`src/csd_pkg.sv`:
```
// Shared constants and types of the two-channel cycle-stealing transfer engine.
// Assumes a 32-bit APB register port and a 1-Mbyte, 16-bit shared memory bus.
package csd_pkg;

    localparam int CHANNELS = 2;
    localparam int ADDR_W = 20;
    localparam int CNT_W = 16;
    localparam int DATA_W = 16;
    localparam int CODE_W = 4;
    localparam int PERIPH_W = 16;
    localparam int APB_DW = 32;

    // Register map: channel selected by one address bit, word offsets below it.
    localparam int CH_BIT = 5;
    localparam logic [CH_BIT-1:0] OFF_SELECT = 5'h00;
    localparam logic [CH_BIT-1:0] OFF_CONTROL = 5'h04;
    localparam logic [CH_BIT-1:0] OFF_SOURCE = 5'h08;
    localparam logic [CH_BIT-1:0] OFF_DEST = 5'h0c;
    localparam logic [CH_BIT-1:0] OFF_RELOAD = 5'h10;
    localparam logic [CH_BIT-1:0] OFF_COUNT = 5'h14;
    localparam logic [CH_BIT-1:0] OFF_FORWARD = 5'h18;

    // Select register fields.
    localparam int SEL_CODE_LSB = 0;
    localparam int SEL_BANK_BIT = 5;
    localparam int SEL_SWREQ_BIT = 7;

    // Control register fields.
    localparam int CTL_WORD_BIT = 0;
    localparam int CTL_REPEAT_BIT = 1;
    localparam int CTL_ENABLE_BIT = 2;
    localparam int CTL_SRCINC_BIT = 3;
    localparam int CTL_DSTINC_BIT = 4;
    localparam int CTL_PEND_BIT = 5;

    // Request source codes.
    localparam logic [CODE_W-1:0] CODE_PIN_FALL = 4'h0;
    localparam logic [CODE_W-1:0] CODE_SOFTWARE = 4'h1;
    localparam logic [CODE_W-1:0] CODE_PIN_BOTH = 4'h6;

    localparam logic [ADDR_W-1:0] STEP_BYTE = 20'h00001;
    localparam logic [ADDR_W-1:0] STEP_WORD = 20'h00002;
    localparam logic [CNT_W-1:0] CNT_ONE = 16'h0001;
    localparam logic [CNT_W-1:0] CNT_ZERO = 16'h0000;
    localparam int MIN_XFER_CYCLES = 3;

    typedef struct packed {
        logic bank;
        logic [CODE_W-1:0] code;
    } csd_select_type;

    localparam csd_select_type SELECT_RESET = '{bank: 1'b0, code: 4'h0};

    typedef struct packed {
        logic dstInc;
        logic srcInc;
        logic enable;
        logic repeatMode;
        logic word;
    } csd_ctrl_type;

    localparam csd_ctrl_type CTRL_RESET = '{default: 1'b0};

    typedef struct packed {
        logic [ADDR_W-1:0] addr;
        logic write;
        logic word;
        logic [DATA_W-1:0] wdata;
    } csd_mem_req_type;

    typedef enum {ST_IDLE, ST_GRANT, ST_READ, ST_WRITE} csd_state_type;

endpackage

```
`src/csd_engine.sv`:
```
// Two-channel cycle-stealing transfer engine with an APB register slave.
// Assumes the memory bus answers with memReady and that cpuStall freezes the CPU.
// How it works
// - Two independent channels, each stealing one bus cycle group per transfer.
// - Each accepted request moves exactly one byte or word from source to destination.
// - The engine wins the shared bus over the CPU, stalling it while transferring.
// - Requests come from the software bit, a selected pin edge or the selected peripheral interrupt.
// - Requests ignore every interrupt mask and priority setting.
// - The engine never touches any peripheral interrupt-pending flag.
// - A channel records and serves requests only while its enable bit is one.
// - Requests arriving before service merge into one pending transfer.
// - 1-Mbyte addresses; only one of source or destination may increment.
// - A 16-bit counter allows 64K units per run.
// - Triggers cover pin edges, timers, serial ports, converter and software.
// - Channel zero is granted before channel one when both are pending.
// - Single mode clears enable when the counter underflows.
// - Repeat mode reloads the counter on underflow and carries on.
// - A channel interrupt pulse is raised when its counter underflows.
// - Writing enable zero stops the channel in either mode.
// - First transfer after enabling loads forward pointer and counter.
// - A transfer occupies at least three cycles: grant, read, write.
// - Software request only for bank zero with software code; bit reads zero.
`timescale 1ns/1ps
`default_nettype none

module csd_engine
#(
    parameter int APB_AW = 8
)
(
    // Clock and reset.
    input wire logic ref_clk,
    input wire logic resetn,
    // APB slave.
    input wire logic psel,
    input wire logic penable,
    input wire logic pwrite,
    input wire logic [APB_AW-1:0] paddr,
    input wire logic [csd_pkg::APB_DW-1:0] pwdata,
    output logic [csd_pkg::APB_DW-1:0] prdata,
    output logic pready,
    output logic pslverr,
    // Request sources.
    input wire logic [csd_pkg::PERIPH_W-1:0] periphIrq,
    input wire logic externalIrqPinA,
    input wire logic externalIrqPinB,
    // Shared memory bus master.
    output logic cpuStall,
    output logic memValid,
    output var csd_pkg::csd_mem_req_type memReq,
    input wire logic memReady,
    input wire logic [csd_pkg::DATA_W-1:0] memRdata,
    // Channel underflow events.
    output logic [csd_pkg::CHANNELS-1:0] channelIrq
);
    import csd_pkg::*;

    if (APB_AW < CH_BIT + 1)
    begin : g_aw_check
        $error("APB address too narrow for two channel blocks.");
    end

    csd_select_type select_reg [CHANNELS];
    csd_ctrl_type control_reg [CHANNELS];
    logic [ADDR_W-1:0] sourcePointer_reg [CHANNELS];
    logic [ADDR_W-1:0] destinationPointer_reg [CHANNELS];
    logic [CNT_W-1:0] reload_reg [CHANNELS];
    logic [CNT_W-1:0] count_reg [CHANNELS];
    logic [ADDR_W-1:0] forward_reg [CHANNELS];
    logic [CHANNELS-1:0] fresh_reg;
    logic [CHANNELS-1:0] pending_reg;
    logic [1:0] pinPrev_reg;
    logic [APB_DW-1:0] prdata_reg;
    logic pslverr_reg;
    csd_state_type state_reg;
    logic activeCh_reg;
    logic memValid_reg;
    csd_mem_req_type memReq_reg;
    logic [CHANNELS-1:0] channelIrq_reg;

    logic apbWrite;
    logic apbSetup;
    logic regCh;
    logic [CH_BIT-1:0] regOff;
    logic mapped;
    logic [APB_DW-1:0] readWord;
    logic [1:0] pins;
    logic [CHANNELS-1:0] trigger;
    logic [CHANNELS-1:0] want;
    logic grantAny;
    logic grantCh;
    logic unitDone;
    logic underflow;
    logic [ADDR_W-1:0] srcAddr;
    logic [ADDR_W-1:0] dstAddr;
    logic [ADDR_W-1:0] step;

    // APB decode.
    assign apbSetup = psel && !penable;
    assign apbWrite = psel && penable && pwrite;
    assign regCh = paddr[CH_BIT];
    assign regOff = paddr[CH_BIT-1:0];
    assign mapped = (paddr >> (CH_BIT + 1)) == '0 && regOff <= OFF_FORWARD && regOff[1:0] == 2'b00;
    assign pready = psel && penable;
    assign prdata = prdata_reg;
    assign pslverr = pslverr_reg;

    always_comb
    begin
        readWord = '0;
        case (regOff)
            OFF_SELECT:
            begin
                // The software request bit is a strobe and always reads zero.
                readWord[SEL_BANK_BIT] = select_reg[regCh].bank;
                readWord[SEL_CODE_LSB +: CODE_W] = select_reg[regCh].code;
            end
            OFF_CONTROL:
            begin
                readWord[CTL_WORD_BIT] = control_reg[regCh].word;
                readWord[CTL_REPEAT_BIT] = control_reg[regCh].repeatMode;
                readWord[CTL_ENABLE_BIT] = control_reg[regCh].enable;
                readWord[CTL_SRCINC_BIT] = control_reg[regCh].srcInc;
                readWord[CTL_DSTINC_BIT] = control_reg[regCh].dstInc;
                readWord[CTL_PEND_BIT] = pending_reg[regCh];
            end
            OFF_SOURCE: readWord[ADDR_W-1:0] = sourcePointer_reg[regCh];
            OFF_DEST: readWord[ADDR_W-1:0] = destinationPointer_reg[regCh];
            OFF_RELOAD: readWord[CNT_W-1:0] = reload_reg[regCh];
            OFF_COUNT: readWord[CNT_W-1:0] = count_reg[regCh];
            OFF_FORWARD: readWord[ADDR_W-1:0] = forward_reg[regCh];
            default: readWord = '0;
        endcase
    end

    // Read data is captured in the setup phase so the access phase needs no wait.
    always_ff @(posedge ref_clk or negedge resetn)
    begin
        if (!resetn)
        begin
            prdata_reg <= '0;
            pslverr_reg <= 1'b0;
        end
        else if (apbSetup)
        begin
            prdata_reg <= mapped && !pwrite ? readWord : '0;
            pslverr_reg <= !mapped;
        end
    end

    // Plain configuration registers.
    always_ff @(posedge ref_clk or negedge resetn)
    begin
        if (!resetn)
        begin
            for (int c = 0; c < CHANNELS; c++)
            begin
                select_reg[c] <= SELECT_RESET;
                sourcePointer_reg[c] <= '0;
                destinationPointer_reg[c] <= '0;
                reload_reg[c] <= '0;
            end
        end
        else if (apbWrite && mapped)
        begin
            case (regOff)
                OFF_SELECT:
                begin
                    select_reg[regCh].bank <= pwdata[SEL_BANK_BIT];
                    select_reg[regCh].code <= pwdata[SEL_CODE_LSB +: CODE_W];
                end
                OFF_SOURCE: sourcePointer_reg[regCh] <= pwdata[ADDR_W-1:0];
                OFF_DEST: destinationPointer_reg[regCh] <= pwdata[ADDR_W-1:0];
                OFF_RELOAD: reload_reg[regCh] <= pwdata[CNT_W-1:0];
                default: ;
            endcase
        end
    end

    // Request sources: pin edges, peripheral lines, software strobe.
    // Interrupt masks never reach this logic, and nothing here drives a pending flag back.
    assign pins = {externalIrqPinB, externalIrqPinA};

    always_ff @(posedge ref_clk or negedge resetn)
    begin
        // Pins rest high, so the history starts high and reset fakes no edge.
        if (!resetn)
            pinPrev_reg <= '1;
        else
            pinPrev_reg <= pins;
    end

    always_comb
    begin
        for (int c = 0; c < CHANNELS; c++)
        begin
            trigger[c] = 1'b0;
            if (!select_reg[c].bank)
            begin
                if (select_reg[c].code == CODE_SOFTWARE)
                    trigger[c] = apbWrite && mapped && regCh == c && regOff == OFF_SELECT
                        && pwdata[SEL_SWREQ_BIT] && !pwdata[SEL_BANK_BIT]
                        && pwdata[SEL_CODE_LSB +: CODE_W] == CODE_SOFTWARE;
                else if (select_reg[c].code == CODE_PIN_FALL)
                    trigger[c] = pinPrev_reg[c] && !pins[c];
                else
                    trigger[c] = periphIrq[select_reg[c].code];
            end
            else if (select_reg[c].code == CODE_PIN_BOTH)
                trigger[c] = pinPrev_reg[c] != pins[c];
        end
    end

    // Arbitration and transfer sequencing.
    always_comb
    begin
        for (int c = 0; c < CHANNELS; c++)
            want[c] = pending_reg[c] && control_reg[c].enable;
    end

    assign grantAny = state_reg == ST_IDLE && want != '0;
    assign grantCh = !want[0];
    assign unitDone = state_reg == ST_WRITE && memReady;
    assign underflow = unitDone && count_reg[activeCh_reg] == CNT_ZERO;
    assign step = control_reg[activeCh_reg].word ? STEP_WORD : STEP_BYTE;
    // Should software set both increment bits, the source alone advances.
    assign srcAddr = control_reg[activeCh_reg].srcInc ? forward_reg[activeCh_reg]
        : sourcePointer_reg[activeCh_reg];
    assign dstAddr = control_reg[activeCh_reg].dstInc && !control_reg[activeCh_reg].srcInc
        ? forward_reg[activeCh_reg] : destinationPointer_reg[activeCh_reg];

    // One flag per channel, so a burst of triggers collapses into one transfer.
    always_ff @(posedge ref_clk or negedge resetn)
    begin
        if (!resetn)
            pending_reg <= '0;
        else
        begin
            for (int c = 0; c < CHANNELS; c++)
            begin
                if (trigger[c] && control_reg[c].enable)
                    pending_reg[c] <= 1'b1;
                else if ((grantAny && grantCh == c) || !control_reg[c].enable)
                    pending_reg[c] <= 1'b0;
            end
        end
    end

    // Enable and first-transfer marker; a software write beats the hardware stop.
    always_ff @(posedge ref_clk or negedge resetn)
    begin
        if (!resetn)
        begin
            for (int c = 0; c < CHANNELS; c++)
                control_reg[c] <= CTRL_RESET;
            fresh_reg <= '0;
        end
        else
        begin
            for (int c = 0; c < CHANNELS; c++)
            begin
                if (apbWrite && mapped && regCh == c && regOff == OFF_CONTROL)
                begin
                    control_reg[c].word <= pwdata[CTL_WORD_BIT];
                    control_reg[c].repeatMode <= pwdata[CTL_REPEAT_BIT];
                    control_reg[c].enable <= pwdata[CTL_ENABLE_BIT];
                    control_reg[c].srcInc <= pwdata[CTL_SRCINC_BIT];
                    control_reg[c].dstInc <= pwdata[CTL_DSTINC_BIT];
                    if (pwdata[CTL_ENABLE_BIT] && !control_reg[c].enable)
                        fresh_reg[c] <= 1'b1;
                end
                else
                begin
                    if (underflow && activeCh_reg == c && !control_reg[c].repeatMode)
                        control_reg[c].enable <= 1'b0;
                    if (grantAny && grantCh == c)
                        fresh_reg[c] <= 1'b0;
                end
            end
        end
    end

    // Bus ownership sequence: grant, read, write; the CPU waits throughout.
    always_ff @(posedge ref_clk or negedge resetn)
    begin
        if (!resetn)
        begin
            state_reg <= ST_IDLE;
            activeCh_reg <= 1'b0;
            memValid_reg <= 1'b0;
            memReq_reg <= '0;
        end
        else
        begin
            case (state_reg)
                ST_IDLE:
                    if (grantAny)
                    begin
                        activeCh_reg <= grantCh;
                        state_reg <= ST_GRANT;
                    end
                ST_GRANT:
                begin
                    memReq_reg <= '{addr: srcAddr, write: 1'b0,
                        word: control_reg[activeCh_reg].word, wdata: '0};
                    memValid_reg <= 1'b1;
                    state_reg <= ST_READ;
                end
                ST_READ:
                    if (memReady)
                    begin
                        memReq_reg <= '{addr: dstAddr, write: 1'b1,
                            word: memReq_reg.word, wdata: memRdata};
                        state_reg <= ST_WRITE;
                    end
                ST_WRITE:
                    if (memReady)
                    begin
                        memValid_reg <= 1'b0;
                        state_reg <= ST_IDLE;
                    end
                default: state_reg <= ST_IDLE;
            endcase
        end
    end

    // Forward pointer and counter; loaded on grant of a fresh run, stepped per unit.
    always_ff @(posedge ref_clk or negedge resetn)
    begin
        if (!resetn)
        begin
            for (int c = 0; c < CHANNELS; c++)
            begin
                forward_reg[c] <= '0;
                count_reg[c] <= '0;
            end
        end
        else if (grantAny && fresh_reg[grantCh])
        begin
            forward_reg[grantCh] <= control_reg[grantCh].srcInc ? sourcePointer_reg[grantCh]
                : destinationPointer_reg[grantCh];
            count_reg[grantCh] <= reload_reg[grantCh];
        end
        else if (unitDone)
        begin
            if (control_reg[activeCh_reg].srcInc || control_reg[activeCh_reg].dstInc)
                forward_reg[activeCh_reg] <= forward_reg[activeCh_reg] + step;
            if (underflow)
                count_reg[activeCh_reg] <= reload_reg[activeCh_reg];
            else
                count_reg[activeCh_reg] <= count_reg[activeCh_reg] - CNT_ONE;
        end
    end

    always_ff @(posedge ref_clk or negedge resetn)
    begin
        if (!resetn)
            channelIrq_reg <= '0;
        else
        begin
            for (int c = 0; c < CHANNELS; c++)
                channelIrq_reg[c] <= underflow && activeCh_reg == c;
        end
    end

    assign cpuStall = state_reg != ST_IDLE;
    assign memValid = memValid_reg;
    assign memReq = memReq_reg;
    assign channelIrq = channelIrq_reg;
endmodule

`default_nettype wire

```
`config.mk`:
```
export PLATFORM = sky130hd
export DESIGN_NAME = csd_engine
export DESIGN_NICKNAME = d
export VERILOG_FILES = /design/src/csd_pkg.sv /design/src/csd_engine.sv
export SDC_FILE = /design/constraint.sdc
export NUM_CORES = 1
export LEC_CHECK = 0
export ABC_AREA = 1
export BUFFER_PORTS_ARGS = -buffer_cell sky130_fd_sc_hd__buf_4
export CAP_MARGIN = 20
export CORE_ASPECT_RATIO = 0.7
export CORE_MARGIN = 5
export CORE_UTILIZATION = 28
export DETAILED_ROUTE_END_ITERATION = 6
export GPL_TIMING_DRIVEN = 0
export PLACE_DENSITY = 0.52
export SYNTH_ARGS = -nofsm -noshare
export SYNTH_HDL_FRONTEND = slang
export SYNTH_SLANG_ARGS = --single-unit
```
`constraint.sdc`:
```
create_clock -name ref_clk -period 7.5 [get_ports ref_clk]
set_clock_uncertainty 0.15 [all_clocks]
set_input_delay 0.375 -clock ref_clk [delete_from_list [all_inputs] [get_ports ref_clk]]
set_output_delay 0.375 -clock ref_clk [all_outputs]
set_load 0.005 [all_outputs]
```
# --- Yosys cells after proc, flatten, opt, wreduce, memory -nomap -nowiden ---
# Index checks and enable logic that the tools add are counted.
op_classes:
  addsub: 2
  magnitude_cmp: 11
  n_eq_ne: 22
  n_mux: 131
  bitwise_logic: 6
  reduce_logical: 88
op_table:
  columns: ["operator", "n"]
  rows:
  - ["$mux W20", 31]
  - ["$mux W16", 18]
  - ["$mux W32", 6]
  - ["$bwmux W40", 4]
  - ["$bwmux W32", 4]
  - ["$pmux W32 S4", 1]
  - ["$mux W40", 3]
  - ["$pmux W38 S2", 1]
  - ["$eq A32 B2 Y1 const B", 2]
  - ["$logic_not A32 Y1", 2]
  - ["$demux W20 S1", 3]
  - ["$mux W5", 10]
  - ["$pmux W10 S5", 1]
  - ["$demux W16 S1", 3]
  - ["$logic_and A1 B1 Y1", 41]
  - ["$mux W38", 1]
  - ["$eq A32 B1 Y1 const B", 1]
  - ["$eq A32 B3 Y1 const B", 1]
  - ["$reduce_bool A32 Y1", 1]
  - ["$mux W1", 29]
  - ["$pmux W4 S7", 1]
  - ["$reduce_and A2 Y1", 11]
  - ["$reduce_bool A2 Y1", 11]
  - ["$add A20 B2 Y20", 1]
  - ["33 further kinds", 73]
totals:
  reg_bits: 317
  in_bits: 80

# --- Logic depth before layout (Yosys ltp) ---
depth:
  word_depth: 13
  ltp_mapped: 19
  depth_no_buf: 15

# --- Worst setup path after synthesis ---
# OpenSTA, ideal clock, no wires.
synth_timing:
  kind: "flip-flop to flip-flop"
  from: "reg activeCh_reg"
  to: "reg forward_reg[9] (netlist bit)"
  setup_ns: 0.121
  arrival_ns: 2.788
  t_required_ns: 7.229
  path_slack_ns: 4.441
  path_stages_with_launch: 20
  synth_period_minus_slack_ns: 3.059
  cell_sequence: "dfrtp_1 buf_6 buf_6 buf_6 buf_2 buf_2 buf_2 nand2_1 o21ai_0 inv_1 ha_1 a21oi_1 nor2_2 nand3_1 nor2_4 nand2_1 nand3_1 o21ai_0 nand2_1 o21ai_1"
synth_between:
  elab_chain_len: 10
synth_lines:
  columns: ["element", "line", "rtl"]
  rows:
  - ["from (decl)", "csd_engine.sv:76", "logic activeCh_reg;"]
  - ["from (signal assigned)", "csd_engine.sv:299", "activeCh_reg <= grantCh;"]
  - ["$not A1 Y2 (implied by the code) (*)", "csd_engine.sv:225, csd_engine.sv:346, csd_engine.sv:347", null]
  - ["$mux W5 (implied by the code)", "csd_engine.sv:346", "if (control_reg[activeCh_reg].srcInc || control_reg[activeCh_reg].dstInc)"]
  - ["$mux W5 (implied by the code) (2 in series)", "csd_engine.sv:225", "assign step = control_reg[activeCh_reg].word ? STEP_WORD : STEP_BYTE;"]
  - ["$mux W2", "csd_engine.sv:225", null]
  - ["$add A20 B2 Y20", "csd_engine.sv:347", "forward_reg[activeCh_reg] <= forward_reg[activeCh_reg] + step;"]
  - ["$bwmux W40", "csd_engine.sv:347", null]
  - ["$mux W40", "csd_engine.sv:346", null]
  - ["$mux W40", "csd_engine.sv:344", "else if (unitDone)"]
  - ["$mux W40", "csd_engine.sv:338", "else if (grantAny && fresh_reg[grantCh])"]
  - ["to (signal, indexed assignment)", "csd_engine.sv:340", "forward_reg[grantCh] <= control_reg[grantCh].srcInc ? sourcePointer_reg[grantCh]"]
  - ["to (signal, indexed assignment)", "csd_engine.sv:347", null]
  - ["to (decl)", "csd_engine.sv:69", "logic [ADDR_W-1:0] forward_reg [CHANNELS];"]
# Every way passes the cells marked *; elsewhere a longest branch is shown, timed or not. The select of a mux whose other input is x is not followed.
# A chain may end at the register's enable or synchronous reset.

# --- Worst setup path in the final report ---
# Ends and elaborated chain as after synthesis.

==> run metrics <==
DRT Wirelength 77430 um; non-filler cells, final about 3400; Die Y between 200 and 250 um; Inst Count DP between 3000 and 4000; largest net degree at the start of global routing around 110; ranking of synthesized cells by area dfrtp_1, nand2_1, o21ai_0; Post-synth EDFFs 0; grt ovf 0; Syn Inst Count ~2400; area of the multi-input gates roughly 8400 um^2; status finished, final reports clean; Final setup viols 0; min Tclk post-route around 4.8 ns; routed len/inst around 22 um; initial core utilization 28.11%; P_leak between 9 and 10 nW; Die W 302.1 um; Worst Setup SP activeCh_reg$_DFFE_PN0P_; DRT iter0 DRCs ~2500; CP startpoint kind flip-flop; Total GRT Usage a little under a quarter; first-pass GRT wire length between 100000 and 150000 um; leading area contributor after synthesis dfrtp_1; die area about 65000 um^2; most common cell after layout, fill and taps aside nand2_1; # rows 75; CTS Buf Count 31; ANT nets after route 0; Worst R2R Path Depth 19; RePlAce Congestion 0.9776; commonest cells after routing, fill and taps aside nand2_1, o21ai_0, dfrtp_1; FF/Latch Area about 6900 um^2; top cell type's share of synthesized area 40.85%; r2r setup slk roughly 2.7 ns; CTS tree yes; IO Port Bufs roughly 130; area after detailed placement around 19000 um^2; worst skew pair latency ~0.61 ns; # Max-Cap Violations 0; Longest Clk Path Bufs 3; power per standard cell area between 200 and 250 nW/um^2; YS warnings 0; fin util about a third; post-synthesis instance area roughly 17000 um^2; nets@finish about 2700; Worst Setup Path Type flip-flop to flip-flop; # IOs about 160; #FFs+latches synth between 200 and 300; fin area roughly 20000 um^2; DP HPWL between 50000 and 60000 um; vias in the first global route roughly 18000; count of pins over their slew limit 0; Peak VDD IR between 0.00015 and 0.0002 V; layout cells sized above 1 slightly above 10%; H-tree Lvls 1; Critical Path Sink forward_reg[9]$_DFFE_PN0P_; ys flop type dfrtp_1; relative slew slack 11.18%; Tcrit/Tclk final a little under two thirds; Tightest Pin Transition about 1.3 ns; reg-to-reg critical path startpoint activeCh_reg$_DFFE_PN0P_; RSZ-0062 raised after global routing no; Synth cell types between 50 and 60; Clock transition at path regs around 0.070 ns; DR pass1 iterations 6; Fillers 6422; WHS Path Cells 5; Highest Clock Rate about 0.21 GHz; Area growth syn-to-layout 21.40%; initial antenna violation count 1; final hold vios 0; Mapped Avg Cell Area just under 7 um^2; RR Endpoint forward_reg[9]$_DFFE_PN0P_; clock sink total between 200 and 300; vias roughly 18000; # DRC 0; total core area between 50000 and 60000 um^2; worst min path class primary input to flip-flop; WP data required a little under 8 ns; Async SR Flop Fraction 100.0%; Crit. End Element flip-flop; Vias per Instance 5.339; setup TNS 0 ns; CP Max Fanout 10; CP arrival slightly above 5 ns; sequential fraction of the synthesis area 41.17%; clk root buf clkbuf_16
## worst min-delay path by stage
stage / startpoint / end / slack [ns]
after global placement: sourcePointer_reg[27]$_DFFE_PN0P_ / sourcePointer_reg[27]$_DFFE_PN0P_ / 0.32
after CTS: paddr[6] / pslverr$_DFFE_PN0P_ / 0.004
after detailed placement: resetn / memReq[32]$_DFFE_PN0P_ / 0.30
final: paddr[6] / pslverr$_DFFE_PN0P_ / 0.02
after floorplan: resetn / activeCh_reg$_DFFE_PN0P_ / -0.07
after global routing: pwdata[6] / reload_reg[6]$_DFFE_PN0P_ / 0.03
## metal layers
layer / GRT usage (%) / wire length (um) / up-vias
met5: 0 / 13 / -
met4: 5.531 / 1943 / 2
met3: 5.648 / 8572 / 112
met2: 32.12 / 30900 / 1040
met1: 35.86 / 36010 / 8905
li1: - / - / 8351
## critical path, stage by stage (launching register included)
cell and delay, ns:
dfrtp_1 0.34, buf_6 0.16, buf_6 0.22, buf_6 0.19
buf_2 0.37, buf_2 0.37, buf_2 0.41, nand2_1 0.09
o21ai_0 0.24, inv_1 0.18, ha_1 0.32, a21oi_1 0.10
nor2_2 0.37, nand3_1 0.35, nor2_4 0.29, nand2_1 0.11
nand3_1 0.10, o21ai_0 0.09, nand2_1 0.08, o21ai_1 0.06
## cell families (layout without fill, tap and decap cells)
kind of cell,count (synthesis),count (layout),synth area share (%)
multiplexers,2,2,0.1197
flip-flops,275,275,41.17
XOR/XNOR,13,13,0.6809
other,1,13,0.02243
AND/OR/NAND/NOR,1163,1163,28.28
adder cells (fa/ha/maj),10,10,0.7931
AO/OA/AOI/OAI,588,588,20.19
buffers and inverters,351,576,8.747
## what timing repair did
action / CTS / global route
hold buffers: 37 / 0
endpoints found under the hold margin: 129 / 0
buffers inserted: 0 / 0
resized for setup: 0 / 0
## cells in the mapped netlist, types with 9 or more instances
| cell | count |
|---|---|
| nor2_1 | 222 |
| xor2_1 | 10 |
| a21oi_1 | 113 |
| o22ai_1 | 14 |
| buf_1 | 9 |
| o211ai_1 | 100 |
| ha_1 | 9 |
| clkbuf_1 | 102 |
| buf_2 | 21 |
| a211oi_1 | 11 |
| o21ai_0 | 277 |
| a31oi_1 | 21 |
| nand4_1 | 14 |
| or2_2 | 12 |
| nand2_1 | 736 |
| o21ai_1 | 18 |
| dfrtp_1 | 273 |
| buf_4 | 15 |
| inv_1 | 189 |
| nand3_1 | 148 |
## layout make-up
type                       count  area share, %
sequential                   275          33.91
clock buffer                  44          4.407
buffer                       155          3.569
tap                          808          4.980
clock inverter                12          1.066
timing repair buffer         169          6.958
multi-input combinational   1788          41.46
inverter                     196          3.636
antenna                        1        0.01233
## stage by stage
stage	power [mW]	worst slack (ns)	hold WS, ns
floorplan	2.665	4.441	-0.07059
global placement	3.241	2.973	0.3155
detailed placement	3.272	2.950	0.3006
CTS	5.009	2.925	0.004206
global route	5.267	2.525	0.03175
finish	5.015	2.747	0.02239
## power by group
group / switching, mW / total (mW) / internal, mW
sequential: 0.103 / 1.76 / 1.65
clock: 0.692 / 1.72 / 1.03
combinational: 1.01 / 1.54 / 0.530
total: 1.80 / 5.01 / 3.21
Power figures use the tool's default switching activity.
